===== config.mk =====
export PLATFORM = sky130hd
export DESIGN_NAME = ppes_sequencer
export DESIGN_NICKNAME = d
export VERILOG_FILES = /design/src/ppes_sequencer.v
export VERILOG_INCLUDE_DIRS = /design/src
export SDC_FILE = /design/constraint.sdc
export NUM_CORES = 1
export LEC_CHECK = 0
export ABC_CLOCK_PERIOD_IN_PS = 2900
export BUFFER_PORTS_ARGS = -buffer_cell sky130_fd_sc_hd__buf_2
export CAP_MARGIN = 20
export CORE_ASPECT_RATIO = 2
export CORE_MARGIN = 3
export CORE_UTILIZATION = 40
export DETAILED_ROUTE_END_ITERATION = 10
export HOLD_SLACK_MARGIN = 0.15
export PLACE_DENSITY_LB_ADDON = 0.15
export SETUP_SLACK_MARGIN = 0.4
export SLEW_MARGIN = 20
export SYNTH_ARGS = -nofsm -noshare
export SYNTH_HDL_FRONTEND = slang
export SYNTH_SLANG_ARGS = --single-unit
export TNS_END_PERCENT = 100

===== constraint.sdc =====
create_clock -name core_clk -period 2.9 [get_ports core_clk]
set_clock_uncertainty 0.15 [all_clocks]
set_input_delay 0.29 -clock core_clk [delete_from_list [all_inputs] [get_ports core_clk]]
set_output_delay 0.29 -clock core_clk [all_outputs]
set_load 0.005 [all_outputs]

===== src/ppes_regs.vh =====
// register map, field positions, reset values and timing counts of the port power sequencer
`ifndef PPES_REGS_VH
`define PPES_REGS_VH

// ----------------------------------------------------------------------
// register offsets
// ----------------------------------------------------------------------
`define PPES_ADDR_CTRL 4'h0
`define PPES_ADDR_STATUS 4'h1
`define PPES_ADDR_IRQ_STATUS 4'h2
`define PPES_ADDR_IRQ_CLEAR 4'h3
`define PPES_ADDR_IRQ_ENABLE 4'h4

// ----------------------------------------------------------------------
// control register fields
// ----------------------------------------------------------------------
`define PPES_CTRL_CONV_EN 0
`define PPES_CTRL_SETUP_DONE 1
`define PPES_CTRL_BYPASS 2
`define PPES_CTRL_RESET 8'h00

// ----------------------------------------------------------------------
// status register fields
// ----------------------------------------------------------------------
`define PPES_ST_PERMIT 0
`define PPES_ST_CONV_ON 1
`define PPES_ST_GATE_ON 2
`define PPES_ST_ATTACHED 3
`define PPES_ST_UNCONFIG 4
`define PPES_ST_STANDBY 5
`define PPES_ST_HOLDOFF 6

// ----------------------------------------------------------------------
// event bits
// ----------------------------------------------------------------------
`define PPES_EV_ATTACH 0
`define PPES_EV_DETACH 1
`define PPES_EV_PERMIT_LOST 2
`define PPES_EV_CONV_ON 3
`define PPES_EV_W 4

// ----------------------------------------------------------------------
// retry delays in microseconds, converted at 100 MHz
// ----------------------------------------------------------------------
`define PPES_CLK_MHZ 100
`define PPES_ENABLE_RETRY_US 1000
`define PPES_DETACH_RETRY_US 1000
`define PPES_ENABLE_RETRY_CYC (`PPES_ENABLE_RETRY_US * `PPES_CLK_MHZ)
`define PPES_DETACH_RETRY_CYC (`PPES_DETACH_RETRY_US * `PPES_CLK_MHZ)
`define PPES_CNT_W 20

`endif


===== src/ppes_sequencer.v =====
// enable and power-up sequencer for a charging port buck converter
//
// Local design decisions: the plain strobed port and the address map.
`timescale 1ns/1ns
`include "ppes_regs.vh"

module ppes_sequencer #(
    parameter ENABLE_RETRY_CYC = `PPES_ENABLE_RETRY_CYC,
    parameter DETACH_RETRY_CYC = `PPES_DETACH_RETRY_CYC
)
(
    input wire core_clk,
    input wire rst_b,
    input wire system_enable_pin,
    input wire converter_enable_pin,
    input wire switch_supply_good,
    input wire internal_supply_good,
    input wire standalone_variant,
    input wire sink_attached,
    input wire typec_3a_capable,
    input wire typec_1a5_capable,
    input wire bc12_detected,
    input wire usb3_default,
    input wire [3:0] reg_addr,
    input wire [7:0] reg_wdata,
    input wire reg_wr,
    input wire reg_rd,
    output reg [7:0] reg_rdata,
    output wire converter_on,
    output wire isolation_gate_drive,
    output wire regulator_on,
    output wire standby,
    output wire attention,
    output reg [1:0] charge_mode,
    output wire irq
);

    // ------------------------------------------------------------------
    // charge modes, highest precedence first
    // ------------------------------------------------------------------
    localparam [1:0] MODE_C3A = 2'h0;
    localparam [1:0] MODE_C1A5 = 2'h1;
    localparam [1:0] MODE_BC12 = 2'h2;
    localparam [1:0] MODE_DEFAULT = 2'h3;

    // sequencer states
    localparam [1:0] ST_OFF = 2'h0;
    localparam [1:0] ST_WAIT = 2'h1;
    localparam [1:0] ST_ON = 2'h2;
    localparam [1:0] ST_HOLD = 2'h3;

    reg sys_en_meta;
    reg sys_en_sync;
    reg conv_en_meta;
    reg conv_en_sync;
    reg sys_en_last;
    reg conv_en_bit;
    reg setup_done;
    reg bypass;
    reg unconfigured;
    reg pin_low_lock;
    reg permit_last;
    reg attach_last;
    reg [1:0] state;
    reg [1:0] next_state;
    reg [`PPES_CNT_W-1:0] hold_cnt;
    reg [`PPES_CNT_W-1:0] next_hold_cnt;
    reg [`PPES_EV_W-1:0] irq_status;
    reg [`PPES_EV_W-1:0] irq_enable;
    wire core_alive;
    wire bit_eff;
    wire permit;
    wire attached;
    wire may_run;
    wire permit_fall;
    wire detach;
    wire [`PPES_EV_W-1:0] events;
    wire wr_ctrl;
    wire wr_clear;

    // ------------------------------------------------------------------
    // pin synchronisers
    // ------------------------------------------------------------------
    // first flop feeds only the second, to keep metastability contained
    always @(posedge core_clk or negedge rst_b)
    begin
        if (!rst_b)
        begin
            sys_en_meta <= 1'b0;
            sys_en_sync <= 1'b0;
            conv_en_meta <= 1'b0;
            conv_en_sync <= 1'b0;
        end
        else
        begin
            sys_en_meta <= system_enable_pin;
            sys_en_sync <= sys_en_meta;
            conv_en_meta <= converter_enable_pin;
            conv_en_sync <= conv_en_meta;
        end
    end

    // ------------------------------------------------------------------
    // supply and enable combination
    // ------------------------------------------------------------------
    // regulator follows enable and switch supply; logic needs the rail good too
    assign regulator_on = sys_en_sync & switch_supply_good;
    assign standby = ~sys_en_sync;
    assign core_alive = regulator_on & internal_supply_good;
    assign bit_eff = standalone_variant | conv_en_bit;
    assign permit = conv_en_sync & bit_eff & ~pin_low_lock;
    // any sink termination is an attach, so legacy adapters count too
    assign attached = bypass | sink_attached;
    assign may_run = permit & attached & (standalone_variant | setup_done);
    assign permit_fall = permit_last & ~permit;
    assign detach = attach_last & ~attached;
    assign attention = unconfigured & ~standalone_variant;
    assign wr_ctrl = reg_wr && (reg_addr == `PPES_ADDR_CTRL);
    assign wr_clear = reg_wr && (reg_addr == `PPES_ADDR_IRQ_CLEAR);

    // ------------------------------------------------------------------
    // control bits, system reset on enable drop or rail loss
    // ------------------------------------------------------------------
    // a lost rail wipes configuration just like a pin reset would
    always @(posedge core_clk or negedge rst_b)
    begin
        if (!rst_b)
        begin
            conv_en_bit <= 1'b0;
            setup_done <= 1'b0;
            bypass <= 1'b0;
            unconfigured <= 1'b1;
            pin_low_lock <= 1'b0;
            sys_en_last <= 1'b0;
            permit_last <= 1'b0;
            attach_last <= 1'b0;
        end
        else
        begin
            sys_en_last <= sys_en_sync;
            permit_last <= permit;
            attach_last <= attached;
            if (!core_alive)
            begin
                conv_en_bit <= 1'b0;
                setup_done <= 1'b0;
                bypass <= 1'b0;
                unconfigured <= 1'b1;
                permit_last <= 1'b0;
                attach_last <= 1'b0;
            end
            else
            begin
                if (wr_ctrl)
                begin
                    conv_en_bit <= reg_wdata[`PPES_CTRL_CONV_EN];
                    bypass <= reg_wdata[`PPES_CTRL_BYPASS];
                    if (reg_wdata[`PPES_CTRL_SETUP_DONE])
                    begin
                        setup_done <= 1'b1;
                        unconfigured <= 1'b0;
                    end
                end
            end
            // enable pin low at start-up locks until the pin rises
            if (sys_en_sync && !sys_en_last && !conv_en_sync)
                pin_low_lock <= 1'b1;
            else if (conv_en_sync)
                pin_low_lock <= 1'b0;
        end
    end

    // ------------------------------------------------------------------
    // sequencer with retry hold-off
    // ------------------------------------------------------------------
    // detach delay wins if both strike together, though both delays default to the same length
    always @*
    begin
        next_state = state;
        next_hold_cnt = hold_cnt;
        case (state)
            ST_OFF:
            begin
                if (core_alive)
                    next_state = ST_WAIT;
            end
            ST_WAIT:
            begin
                if (!core_alive)
                    next_state = ST_OFF;
                else if (may_run)
                    next_state = ST_ON;
            end
            ST_ON:
            begin
                if (!core_alive)
                    next_state = ST_OFF;
                else if (detach)
                begin
                    next_state = ST_HOLD;
                    next_hold_cnt = DETACH_RETRY_CYC[`PPES_CNT_W-1:0] - 1'b1;
                end
                else if (permit_fall)
                begin
                    next_state = ST_HOLD;
                    next_hold_cnt = ENABLE_RETRY_CYC[`PPES_CNT_W-1:0] - 1'b1;
                end
                else if (!may_run)
                    next_state = ST_WAIT;
            end
            ST_HOLD:
            begin
                if (!core_alive)
                    next_state = ST_OFF;
                else if (hold_cnt == {`PPES_CNT_W{1'b0}})
                    next_state = ST_WAIT;
                else
                    next_hold_cnt = hold_cnt - 1'b1;
            end
            default:
                next_state = ST_OFF;
        endcase
    end

    // state flops
    always @(posedge core_clk or negedge rst_b)
    begin
        if (!rst_b)
        begin
            state <= ST_OFF;
            hold_cnt <= {`PPES_CNT_W{1'b0}};
        end
        else
        begin
            state <= next_state;
            hold_cnt <= next_hold_cnt;
        end
    end

    // converter only while running and still allowed, gate while running and attached
    assign converter_on = (state == ST_ON) & may_run;
    assign isolation_gate_drive = (state == ST_ON) & attached;

    // ------------------------------------------------------------------
    // charge mode precedence
    // ------------------------------------------------------------------
    always @(posedge core_clk or negedge rst_b)
    begin
        if (!rst_b)
            charge_mode <= MODE_DEFAULT;
        else if (typec_3a_capable)
            charge_mode <= MODE_C3A;
        else if (typec_1a5_capable)
            charge_mode <= MODE_C1A5;
        else if (bc12_detected)
            charge_mode <= MODE_BC12;
        else
            charge_mode <= MODE_DEFAULT;
    end

    // ------------------------------------------------------------------
    // interrupts: sticky status, write-one clear, enable
    // ------------------------------------------------------------------
    assign events[`PPES_EV_ATTACH] = attached & ~attach_last;
    assign events[`PPES_EV_DETACH] = detach;
    assign events[`PPES_EV_PERMIT_LOST] = permit_fall;
    assign events[`PPES_EV_CONV_ON] = (next_state == ST_ON) & (state != ST_ON);

    genvar gi;
    generate
        for (gi = 0; gi < `PPES_EV_W; gi = gi + 1)
        begin : g_irq
            // a set in the clearing cycle survives
            always @(posedge core_clk or negedge rst_b)
            begin
                if (!rst_b)
                    irq_status[gi] <= 1'b0;
                else if (events[gi])
                    irq_status[gi] <= 1'b1;
                else if (wr_clear && reg_wdata[gi])
                    irq_status[gi] <= 1'b0;
            end
        end
    endgenerate

    // enable register
    always @(posedge core_clk or negedge rst_b)
    begin
        if (!rst_b)
            irq_enable <= {`PPES_EV_W{1'b0}};
        else if (reg_wr && (reg_addr == `PPES_ADDR_IRQ_ENABLE))
            irq_enable <= reg_wdata[`PPES_EV_W-1:0];
    end

    assign irq = |(irq_status & irq_enable);

    // ------------------------------------------------------------------
    // read port, data one cycle after the strobe
    // ------------------------------------------------------------------
    always @(posedge core_clk or negedge rst_b)
    begin
        if (!rst_b)
            reg_rdata <= 8'h00;
        else if (reg_rd)
        begin
            case (reg_addr)
                `PPES_ADDR_CTRL:
                    reg_rdata <= {5'h00, bypass, setup_done, bit_eff};
                `PPES_ADDR_STATUS:
                    reg_rdata <= {1'b0, (state == ST_HOLD), standby, unconfigured,
                        attached, isolation_gate_drive, converter_on, permit};
                `PPES_ADDR_IRQ_STATUS:
                    reg_rdata <= {4'h0, irq_status};
                `PPES_ADDR_IRQ_ENABLE:
                    reg_rdata <= {4'h0, irq_enable};
                default:
                    reg_rdata <= 8'h00;
            endcase
        end
        else
            reg_rdata <= 8'h00;
    end

endmodule


# After elaboration in Yosys (flattened, before gate mapping)
# Cells that the tools add are included.
[word_totals]
regBits = 52
latch_bits = 0
mem_bits_rw = 0
rom_bits = 0
inputBits = 26
out_inout_bits = 16
word_cells = 126
n_memories = 0
[classes]
n_addsub = 1
mul = 0
div = 0
order_cmp = 0
eq_ne = 15
shifts = 0
n_mux = 43
n_bitwise = 23
reduce_logical = 23
[ops]
columns = ["operator", "count"]
rows = [
  ["2-to-1 mux 20 bit", 5],
  ["one-hot mux 20 bit (2 select lines)", 1],
  ["one-hot mux 7 bit (4 select lines)", 1],
  ["2-to-1 mux 1 bit", 23],
  ["2-to-1 mux 2 bit", 11],
  ["zero test 20 bit", 1],
  ["subtractor 20 x 1 -> 20 bit, second input constant", 1],
  ["AND 1 bit", 13],
  ["nonzero test 2 bit", 6],
  ["!= test 2 bit, second input constant", 5],
  ["logical AND 1 bit", 9],
  ["== test 4 x 2 -> 1 bit, second input constant", 2],
  ["2-to-1 mux 8 bit", 1],
  ["one-hot mux 2 bit (4 select lines)", 1],
  ["== test 2 bit, second input constant", 3],
  ["NOT 1 bit", 6],
  ["AND reduction 5 bit", 1],
  ["AND 4 bit", 1],
  ["== test 4 x 1 -> 1 bit, second input constant", 1],
  ["== test 4 x 3 -> 1 bit, second input constant", 1],
  ["zero test 4 bit", 1],
  ["OR reduction 4 bit", 1],
  ["!= test 3 bit, second input constant", 1],
  ["bitwise OR 1 bit", 3],
  ["5 further kinds", 6],
]

# Longest topological paths before layout
# Gate-level depths: netlist of the first run.
[logic_depth]
ltp_word = 13
depth_mapped = 7
depth_no_buf = 6

# Worst setup path before layout of the first run
# OpenSTA, ideal clock, no wires.
[synth_path]
kind = "flip-flop to flip-flop"
startpoint = "register hold_cnt[12]"
endpoint = "register hold_cnt[18]"
setup_ns = 0.123
t_arrival_ns = 2.084
required_ns = 2.627
path_slack_ns = 0.544
path_stages_with_launch = 6
path_buffers = 0
synth_period_minus_slack_ns = 2.356
path_cell_list = "dfrtp_1 > or4_4 > or2_4 > or3_1 > or4_1 > mux2i_1"
[synth_between]
elab_chain_len = 4
elab_cells_between_ends = 7
classes_between = "add/sub: 1; eq/ne: 1; mux: 3; reduce/logical: 2"
[synth_lines]
columns = ["item", "line", "text"]
rows = [
  ["start, declared", "ppes_sequencer.v:66", "reg [`PPES_CNT_W-1:0] hold_cnt;"],
  ["start signal, assigned", "ppes_sequencer.v:231", "hold_cnt <= {`PPES_CNT_W{1'b0}};"],
  ["start signal, assigned", "ppes_sequencer.v:236", "hold_cnt <= next_hold_cnt;"],
  ["subtractor 20 x 1 -> 20 bit", "ppes_sequencer.v:218", "next_hold_cnt = hold_cnt - 1'b1;"],
  ["2-to-1 mux 20 bit", "ppes_sequencer.v:215", "else if (hold_cnt == {`PPES_CNT_W{1'b0}})"],
  ["2-to-1 mux 20 bit", "ppes_sequencer.v:213", "if (!core_alive)"],
  ["one-hot mux 20 bit (2 select lines)", "ppes_sequencer.v:181", "case (state)"],
]
# Parallel ways exist; a longest one is shown, timed or not. The select of a mux whose other input is x is not followed.
# A chain may end at the register's enable or synchronous reset.

# Final worst setup path of the first run
# Ends and elaborated chain as after synthesis.

==> results of run 1 <==
## synthesized netlist by cell type (3+ instances only)
cell type | count | share of area (%)
nor3_1 | 10 | 2.1
nand2_1 | 25 | 3.9
inv_1 | 6 | 0.93
mux2i_1 | 6 | 2.5
mux2_2 | 4 | 1.9
a31oi_1 | 3 | 0.78
o21ai_0 | 8 | 1.7
or3_1 | 7 | 1.8
dfrtp_1 | 48 | 50
or4_1 | 4 | 1.2
nor4_1 | 4 | 1.0
o211ai_1 | 4 | 1.2
a211oi_1 | 4 | 1.2
nor2b_1 | 3 | 0.78
nor2_1 | 23 | 3.6
nand2b_1 | 3 | 0.78
a21oi_1 | 13 | 2.7
o31ai_1 | 8 | 2.5
and2_1 | 3 | 0.78
clkbuf_1 | 4 | 0.62
dfstp_2 | 3 | 3.3
nand3_1 | 8 | 1.7
and4_1 | 3 | 1.1
a22oi_1 | 5 | 1.6
## registers in the layout, indices dropped and copies added, names as in the netlist, 2 cells and up
register	count
irq_enable	4
reg_rdata	7
irq_status	4
charge_mode	2
state	2
hold_cnt	20
## kinds of logic (layout without fill, tap and decap cells)
logic type / count (synthesis) / count (layout) / share of synthesized area [%]
AO/OA/AOI/OAI: 55 / 55 / 15.3
XOR/XNOR: 2 / 2 / 0.725
adder cells (fa/ha/maj): 3 / 3 / 1.45
buffers and inverters: 11 / 68 / 1.86
flip-flops: 51 / 51 / 53.0
multiplexers: 10 / 10 / 4.35
other: 1 / 1 / 0.155
AND/OR/NAND/NOR: 106 / 106 / 23.1
## through the flow
stage,hold WS (ns),setup slack (ns),total power (uW)
after global routing,0.196,0.389,1630
after detailed placement,0.157,0.436,892
after CTS,0.178,0.422,1580
final,0.182,0.450,1560
after global placement,0.154,0.456,890
after floorplan,-0.156,0.544,828
## metal layers
metal / GRT usage (%) / vias up / part of all wire [%]
li1: - / 990 / -
met5: 0 / - / 0
met1: 17.5 / 985 / 36
met4: 8.97 / 0 / 3.3
met2: 33.6 / 43 / 58
met3: 3.12 / 13 / 2.6
## cell type report
cell class,instances,area (sq um),area share [%]
Clock inverter,3,43.8,1.45
Inverter,6,22.5,0.747
Tap cell,61,76.3,2.53
Clock buffer,5,125,4.15
Multi-Input combinational cell,177,1120,37.1
Sequential cell,51,1280,42.4
Timing Repair Buffer,54,348,11.5
## power groups by stage
stage,logic (uW),registers [uW],clock network (uW)
after CTS,130,762,689
after floorplan,58.3,770,0
after detailed placement,117,775,0
after global placement,116,775,0
final,127,761,671
after global routing,143,765,723
## final timing paths
kind,startpoint,end,slack (ns)
min,sink_attached,attach_last,0.18
max reg2reg,hold_cnt[12],hold_cnt[18],0.45
max,hold_cnt[12],hold_cnt[18],0.45
min in group asynchronous,rst_b,irq_enable[1],0.38
min reg2reg,sys_en_meta,sys_en_sync,0.20
max in group asynchronous,rst_b,charge_mode[0],1.90
## placed cells by master (no fill, tap or decap), drive strengths merged, types with 2 or more instances in the layout
master / n
o31ai: 8
a21oi: 13
clkinv: 2
a22o: 2
nor3: 10
o211ai: 5
dlygate4sd3: 12
and4: 3
or3: 7
dfrtp: 48
nand2: 25
o21ai: 9
nor2b: 3
a31oi: 3
nand2b: 3
or4: 6
xor2: 2
dfstp: 3
a211oi: 4
a22oi: 5
or2: 3
and2: 3
mux2: 4
nor2: 23
buf: 42
inv: 6
nand3: 8
mux2i: 6
clkbuf: 5
ha: 2
and3: 2
nor4: 4
## what timing repair did
action / CTS / global route
buffers inserted: 0 / 2
endpoints found under the hold margin: 61 / 0
gates resized for setup: 0 / 5
endpoints found under the setup margin: 0 / 8
hold buffers: 12 / 0
## critical path, stage by stage, from the launching register on
cell and delay, ns:
dfrtp_1 0.41, or4_4 0.55, or2_4 0.30, or3_1 0.31, or4_1 0.48, mux2i_1 0.14
==> results.md, run 1 <==
* Crit share post-route at 84.5%
* Die Y at between 100 and 150 um
* CTS tree: built
* First-pass GRT wire length at 9.27 mm
* 1st-pass router iterations at 4
* Internal at roughly 1200 uW
* Post-layout util at 52.4%
* Post-synth EDFFs at 0
* Setup TNS at 0 ns
* Sequential element share of the synthesized area at 53.0%
* Layout Cells excl Fill at ~360
* Via count at 2031
* Unrepaired setup endpoints after global routing: true
* Ys flop type: dfrtp_1
* Max cap viols at 0
* Dpl cells at roughly 340
* Worst Setup Start Kind: flop
* Post-Route WL at around 5.8 mm
* Layout area overhead at 24.8%
* Wirelength per Cell at 16.3 um
* Initial antenna violation count at 0
* Final instance area at approximately 3000 sq um
* Worst hold path class: input pin to flop
* NumNets Final at 323
* H-tree depth at 2
* Max_slew headroom at roughly two thirds
* Post-Syn Nets at 267
* Pwr/cell area at 517 nW/um^2
* CTS Buf Count at 5
* Cells on Worst Hold Path at 3
* Root Buffer: clkbuf_16
* Initial Utilization at 42.0%
* Residual DRC count at 0
* Clock sink count at slightly above 50
* Number of global-route vias before repair at between 2000 and 2500
* ANT nets after route at 0
* Net Sw Power at about 350 uW
* Initial drt markers at 83
* Clock Latency Late Sink at 0.29 ns
* CP endpoint kind: flop
* Leakage at 0.00147 uW
* Core ar. at roughly 5800 sq um
* Cells after Synth at 239
* Crit path DAT at ~2.5 ns
* Number of diodes at 0
* Syn. warnings at 0
* I/O Pins at 42
* Syn Area/Cell at 10.1 sq um
* Clock Path Buffers at 2
* Status: finished, final reports clean
* Actual slew at the worst max-slew pin at 0.500 ns
* Sequential group share of total power at 48.8%
* Slew Limit Fails at 0
* CP max FO at 6
* Data required time of the critical path at around 2.9 ns
* Port bufs at 35
* Sw Ratio at 22.4%
* Clk pwr share at 43.0%
* Comb power frac at a little over 8%
* WS Path Type: flop to flop
* Pin count of the biggest net entering global routing at 28
* Final setup fails at 0
* Worst vdd ir at a little under 400 uV
* Gr usage total at between 15 and 20%
* Final min period at approximately 2.5 ns
* Via density at approximately 5.7
* DP HPWL at 4.33 mm
* Placer Congestion at 0.806
* Synth async-reset ratio at between 90% and 100%
* Die Span X at between 60 and 70 um
* Fmax at 408 MHz
* Filler Cells Inserted at 533
* Worst reg-to-reg path cell count at 5
* Die footprint at 7070 sq um
* Final hold violation count at 0
* Row count at 39
* DP Area at 2680 sq um
* Synthesized area at 2420 sq um
* Total global routing overflow at 0
* Distinct cells, synth at slightly below 50
* Reg clk slew, reported paths at roughly 0.070 ns
* Layout cells sized above 1 at a little under a quarter
* Synth Register Bits at 51
Note: power is estimated with default switching activity, not from simulation.
==> inputs of run 2 (changes only) <==
--- a/config.mk
+++ b/config.mk
@@ -6,7 +6,7 @@
 export SDC_FILE = /design/constraint.sdc
 export NUM_CORES = 1
 export LEC_CHECK = 0
-export ABC_CLOCK_PERIOD_IN_PS = 2900
+export ABC_CLOCK_PERIOD_IN_PS = 2200
 export BUFFER_PORTS_ARGS = -buffer_cell sky130_fd_sc_hd__buf_2
 export CAP_MARGIN = 20
 export CORE_ASPECT_RATIO = 2
==> constraint.sdc (replaced) <==
create_clock -name core_clk -period 2.2 [get_ports core_clk]
set_clock_uncertainty 0.15 [all_clocks]
set_input_delay 0.22 -clock core_clk [delete_from_list [all_inputs] [get_ports core_clk]]
set_output_delay 0.22 -clock core_clk [all_outputs]
set_load 0.005 [all_outputs]
==> run 2 against run 1 <==
Clock-buffer cell count rose by 1. Non-clock buffer count rose by 46. Sequential share of layout area fell by 6.2 points. Global-route usage rose by 2.0 points. The flow now finishes with violations (setup timing). Routed wire length rose by 11%. Highest routed layer unchanged. Sequential cell count did not move. Largest cell class unchanged.
==> results.md, run 2 (synthesized netlist as in run 1, its figures left out) <==
* PnR worst setup slack at -0.167 ns (-0.617 ns)
* Pin count of the biggest net entering global routing at 22 (-21%)
* Setup TNS at -0.583 ns (-0.583 ns)
* Wirelength per Cell at 16.0 um (-1.6%)
* Cell with the most instances on the worst path: or4_4
* Worst Hold Path EP: reg_rdata[3]
* Met3 WL at 155 um (+2.0%)
* Via count at 2233 (+9.9%)
* NumNets Final at 369 (+14%)
* Placer Congestion at 0.813 (+0.87%)
* Failing checks: setup timing
* Hold Crit Start: reg_addr[0]
* Worst hold path class: input pin to flop
* Cells on Worst Hold Path at 4 (+1)
* Crit share post-route at 108% (+23 points)
* Worst vdd ir at 458 uV (+19%)
* Data required time of the critical path at 2.23 ns (-0.69 ns)
* Reg clk slew, reported paths at 0.06 ns (about the same)
* Status: finished with violations
* Unrepaired setup endpoints after global routing: true
* Number of diodes at 0 (unchanged)
* Fmax at 422 MHz (+3.5%)
* Clock Path Buffers at 2 (unchanged)
* H-tree depth at 2 (unchanged)
* Pwr/cell area at 591 nW/um^2 (+14%)
* Final min period at 2.37 ns (-0.0828 ns)
* Leakage at 0.00174 uW (+18%)
* CP Cell Sequence: or4_4 -> or2_4 -> or3_1 -> or4_4 -> mux2i_1
* Crit path DAT at 2.39 ns (-0.08 ns)
* Clock Latency Late Sink at 0.29 ns (about the same)
* Row count at 39 (unchanged)
* DP HPWL at 4.78 mm (+10%)
* Met2 Wirelength at 3.78 mm (+12%)
* Crit-path max cell delay at 0.54 ns (about the same)
* Actual slew at the worst max-slew pin at 0.604 ns (+0.103 ns)
* Root Buffer: clkbuf_16
* Number of global-route vias before repair at 2206 (+10%)
* Core ar. at 5760 sq um (unchanged)
* CP max-delay cell: or4_4
* Final setup fails at 8 (+8)
* Max cap viols at 0 (unchanged)
* Worst R2R End: hold_cnt[18]
* Die footprint at 7070 sq um (unchanged)
* Die Y at 116 um (unchanged)
* Initial drt markers at 76 (-8.4%)
* Largest reg by FF count: hold_cnt
* CTS Buf Count at 5 (unchanged)
* I/O Pins at 42 (unchanged)
* Residual DRC count at 0 (unchanged)
* Met1 Wirelength at 2.35 mm (+12%)
* Slew Limit Fails at 0 (unchanged)
* ANT nets after route at 0 (unchanged)
* CP delay by family, top: simple AND/OR/NAND/NOR gates
* 1st-pass router iterations at 5 (+1)
* Max reg flops at 20 (unchanged)
* Clock sink count at 51 (unchanged)
* Worst Setup Start Kind: flop
* Final hold violation count at 0 (unchanged)
* Die Span X at 61.0 um (unchanged)
* CP endpoint kind: flop
* Layout cells sized above 1 at 40.9% (+18 points)
* CP max FO at 2 (-4)
* Reg2reg setup slack at -0.17 ns (-0.62 ns)
* Worst slack at placement at -0.137 ns (-0.573 ns)
* WS Path Type: flop to flop
* Most frequent cells in the layout: dfrtp_1, buf_4, buf_2
* Worst reg-to-reg path cell count at 5 (unchanged)
* Via density at 5.54 (-2.6%)
* Initial Utilization at 42.0% (unchanged)
* Commonest non-fill, non-tap cell in the layout: dfrtp_1
* Reg2reg start: hold_cnt[12]
* First-pass GRT wire length at 10.3 mm (+11%)
* Highest metal used: met4
* Gr usage total at 19.8% (+2.0 points)
* Biggest regs: hold_cnt x20, reg_rdata x7
* Layout area overhead at 46.5%
* Port bufs at 35 (unchanged)
* Max_slew headroom at 59.3% (-7.3 points)
* Post-Route WL at 6.46 mm (+11%)
* Initial antenna violation count at 0 (unchanged)
* CP Buf/Inv Count at 0 (unchanged)
* CTS tree: built
* Total global routing overflow at 0 (unchanged)
-- run 2: cell count changes in the layout (fill, tap and decap cells not counted), moves of 4 or more --
cell and delta:
a211oi_2 +4, buf_6 +5, a211oi_1 -4, buf_4 +39
-- run 2: report_power, final --
part           internal (uW)  switching, uW  leakage (uW)
clock network            565            333     0.0000868
logic                   94.3           92.6      0.000983
registers                977           28.7      0.000671
total                   1640            455       0.00174
-- run 2: layer usage --
layer / vias to the layer above / track usage (%)
met5: - / 0
met4: 0 / 9.99
met3: 10 / 2.90
met2: 46 / 37.5
met1: 1093 / 19.7
li1: 1084 / -
-- run 2: final cells by class --
type                    count  area, sq um
clock buffers               6          139
clock inverters             2         35.0
fillers                   498         2220
inverters                   6         22.5
multi-input cells         177         1270
flip-flops and latches     51         1280
well taps                  61         76.3
repair buffers            100          717
-- run 2: worst max path at each step --
| stage | startpoint | end | slack (ns) | cells past startpoint |
|---|---|---|---|---|
| 2_1_floorplan | hold_cnt[12] | hold_cnt[18] | -0.14 | 5 |
| 3_3_place_gp | hold_cnt[12] | hold_cnt[18] | -0.11 | 5 |
| 3_5_place_dp | hold_cnt[12] | hold_cnt[18] | -0.14 | 5 |
| 4_1_cts | hold_cnt[12] | hold_cnt[18] | -0.15 | 5 |
| 5_1_grt | hold_cnt[12] | hold_cnt[18] | -0.20 | 5 |
| 6_report | hold_cnt[12] | hold_cnt[18] | -0.17 | 5 |
-- run 2: tightest hold or removal path: cells and delay by family --
kind | cells | cell delay, ns
compound gates | 1 | 0.05
simple gates | 2 | 0.16
buf+inv | 1 | 0.14
-- run 2: timing repair --
item / CTS / global route
buffers inserted: 3 / 6
pin swaps: 5 / 6
hold endpoints to repair: 51 / 0
cloned: 0 / 1
setup endpoints to repair: 22 / 28
hold buffers: 14 / 0
gates resized for setup: 18 / 22
-- run 2: metrics by stage --
step	util [%]	cells	hold WS [ns]	total power (uW)	area, sq um
3_5_place_dp	51.8	371	0.0327	1180	2990
2_1_floorplan	-	239	-0.226	1090	2450
5_1_grt	61.5	403	0.199	2180	3540
4_1_cts	59.1	396	0.180	2110	3400
3_3_place_gp	51.8	371	0.0315	1180	2990
6_report	61.5	403	0.175	2090	3540
==> inputs of run 3 (changes only) <==
--- a/config.mk
+++ b/config.mk
@@ -6,7 +6,7 @@
 export SDC_FILE = /design/constraint.sdc
 export NUM_CORES = 1
 export LEC_CHECK = 0
-export ABC_CLOCK_PERIOD_IN_PS = 2200
+export ABC_CLOCK_PERIOD_IN_PS = 2000
 export BUFFER_PORTS_ARGS = -buffer_cell sky130_fd_sc_hd__buf_2
 export CAP_MARGIN = 20
 export CORE_ASPECT_RATIO = 2
==> constraint.sdc (replaced) <==
create_clock -name core_clk -period 2 [get_ports core_clk]
set_clock_uncertainty 0.15 [all_clocks]
set_input_delay 0.2 -clock core_clk [delete_from_list [all_inputs] [get_ports core_clk]]
set_output_delay 0.2 -clock core_clk [all_outputs]
set_load 0.005 [all_outputs]
==> run 3 against run 2 <==
Largest cell class is now multi-input gates. Power is 9.7% higher. Clock power increased by 8.9%. Largest power group unchanged. The flow still finishes with violations (setup timing). Register-to-register slack got worse by 0.18 ns.
==> results.md, run 3 (synthesized netlist as in run 1, its figures left out) <==
* Via count at 2316 (+3.7%)
* Max reg flops at 20 (unchanged)
* Commonest non-fill, non-tap cell in the layout: buf_4
* Worst Hold Path EP: reg_rdata[3]
* Final min period at 2.34 ns (-0.0245 ns)
* Root Buffer: clkbuf_16
* Pin count of the biggest net entering global routing at 52 (+140%)
* PnR worst setup slack at -0.343 ns (-0.175 ns)
* Placer Congestion at 0.818 (+0.63%)
* Status: finished with violations
* Final setup fails at 21 (+13)
* Die footprint at 7070 sq um (unchanged)
* Layout Cells excl Fill at 416 (+3.2%)
* Post-Route WL at 7.16 mm (+11%)
* Clock sink count at 51 (unchanged)
* Worst hold path class: input pin to flop
* Layout cells sized above 1 at 46.5% (+5.5 points)
* Max cap viols at 0 (unchanged)
* Gr usage total at 21.4% (+1.5 points)
* H-tree depth at 2 (unchanged)
* WS Path Type: flop to flop
* Largest reg by FF count: hold_cnt
* CP endpoint kind: flop
* Worst reg-to-reg path cell count at 5 (unchanged)
* Layout area overhead at 57.6%
* CP max FO at 3 (+1)
* Number of global-route vias before repair at 2379 (+7.8%)
* Fmax at 427 MHz (+1.0%)
* DP Area at 3060 sq um (+2.4%)
* Unrepaired setup endpoints after global routing: true
* DP HPWL at 4.75 mm (-0.67%)
* Crit share post-route at 117% (+9.5 points)
* Cells on Worst Hold Path at 4 (unchanged)
* Wirelength per Cell at 17.2 um (+7.5%)
* Reg clk slew, reported paths at 0.07 ns (about the same)
* Pwr/cell area at 603 nW/um^2 (+1.9%)
* Total global routing overflow at 0 (unchanged)
* CTS Buf Count at 5 (unchanged)
* Initial drt markers at 155 (+100%)
* Failing checks: setup timing
* Die Span X at 61.0 um (unchanged)
* Final instance area at 3810 sq um (+7.6%)
* Most frequent cells in the layout: buf_4, dfrtp_1, buf_2
* Clock Latency Late Sink at 0.29 ns (about the same)
* CTS tree: built
* Residual DRC count at 0 (unchanged)
* Port bufs at 35 (unchanged)
* First-pass GRT wire length at 11.2 mm (+8.8%)
* NumNets Final at 382 (+3.5%)
* Crit path DAT at 2.43 ns (+0.04 ns)
* Reg2reg start: hold_cnt[6]
* Dpl cells at 379 (+2.2%)
* Leakage at 0.00185 uW (+6.3%)
* Data required time of the critical path at 2.09 ns (-0.14 ns)
* Die Y at 116 um (unchanged)
* 1st-pass router iterations at 4 (-1)
* Biggest regs: hold_cnt x20, reg_rdata x7
* Slew Limit Fails at 0 (unchanged)
* Hold Crit Start: reg_addr[0]
* Worst R2R End: hold_cnt[15]
* Reg2reg setup slack at -0.34 ns (-0.18 ns)
* Clock Path Buffers at 2 (unchanged)
* Worst slack at placement at -0.333 ns (-0.196 ns)
* Setup TNS at -4.32 ns (-3.74 ns)
* Initial Utilization at 42.0% (unchanged)
* I/O Pins at 42 (unchanged)
* Initial antenna violation count at 0 (unchanged)
* Worst Setup Start Kind: flop
* Final hold violation count at 0 (unchanged)
* Via density at 5.57 (+0.48%)
* Core ar. at 5760 sq um (unchanged)
* ANT nets after route at 0 (unchanged)
* Number of diodes at 0 (unchanged)
* Worst vdd ir at 567 uV (+24%)
* Row count at 39 (unchanged)
* Post-layout util at 66.1% (+4.7 points)
[run 3: cell count changes in the layout (fill, tap and decap cells not counted), sizes merged]
cell,change
a21oi,+1
buf,+11
clkbuf,-1
clkinv,+1
dlygate4sd3,+1
[run 3: critical path, cell delays in order (launching register included)]
cell	delay, ns
dfrtp_1	0.38
or4_4	0.55
or3_4	0.39
or2_4	0.25
or4_4	0.48
nand3_2	0.08
[run 3: worst max path at each step]
stage                     slack, ns  cells after the start           end         start
after global placement        -0.30                      5  hold_cnt[18]  hold_cnt[12]
after detailed placement      -0.33                      5  hold_cnt[18]  hold_cnt[12]
after floorplan               -0.34                      5  hold_cnt[18]  hold_cnt[12]
after global routing          -0.40                      5  hold_cnt[15]   hold_cnt[6]
final                         -0.34                      5  hold_cnt[15]   hold_cnt[6]
after CTS                     -0.34                      5  hold_cnt[18]  hold_cnt[12]
[run 3: timing repair]
action | CTS | global route
endpoints found under the hold margin | 72 | 0
endpoints found under the setup margin | 24 | 27
pin swaps | 13 | 19
gates cloned | 1 | 0
resized for setup | 40 | 25
setup buffers | 6 | 7
hold buffers | 15 | 0
[run 3: power breakdown]
part	switching [uW]	total, uW	internal [uW]
clock network	389	979	590
logic	107	211	104
registers	29.3	1100	1070
[run 3: final cells by class]
class | count | area [sq um]
multi-input combinational | 178 | 1390
sequential | 51 | 1280
timing repair buffer | 112 | 866
clock buffer | 5 | 125
inverter | 6 | 22.5
tap | 61 | 76.3
clock inverter | 3 | 43.8
fill | 454 | 1950
[run 3: through the flow]
step           power (uW)  hold slack, ns
3_5_place_dp         1300          0.0629
6_report             2290           0.180
3_3_place_gp         1300          0.0612
5_1_grt              2390           0.186
2_1_floorplan        1200          -0.246
4_1_cts              2310           0.153
[run 3: routing by layer]
layer  GRT usage, %  share of wire (%)  up-vias
met2           41.9                 60       44
met5              0                  0        -
met3           2.68                2.4       14
met1           20.1                 34     1153
met4           10.4                3.3        0
li1               -                  -     1105
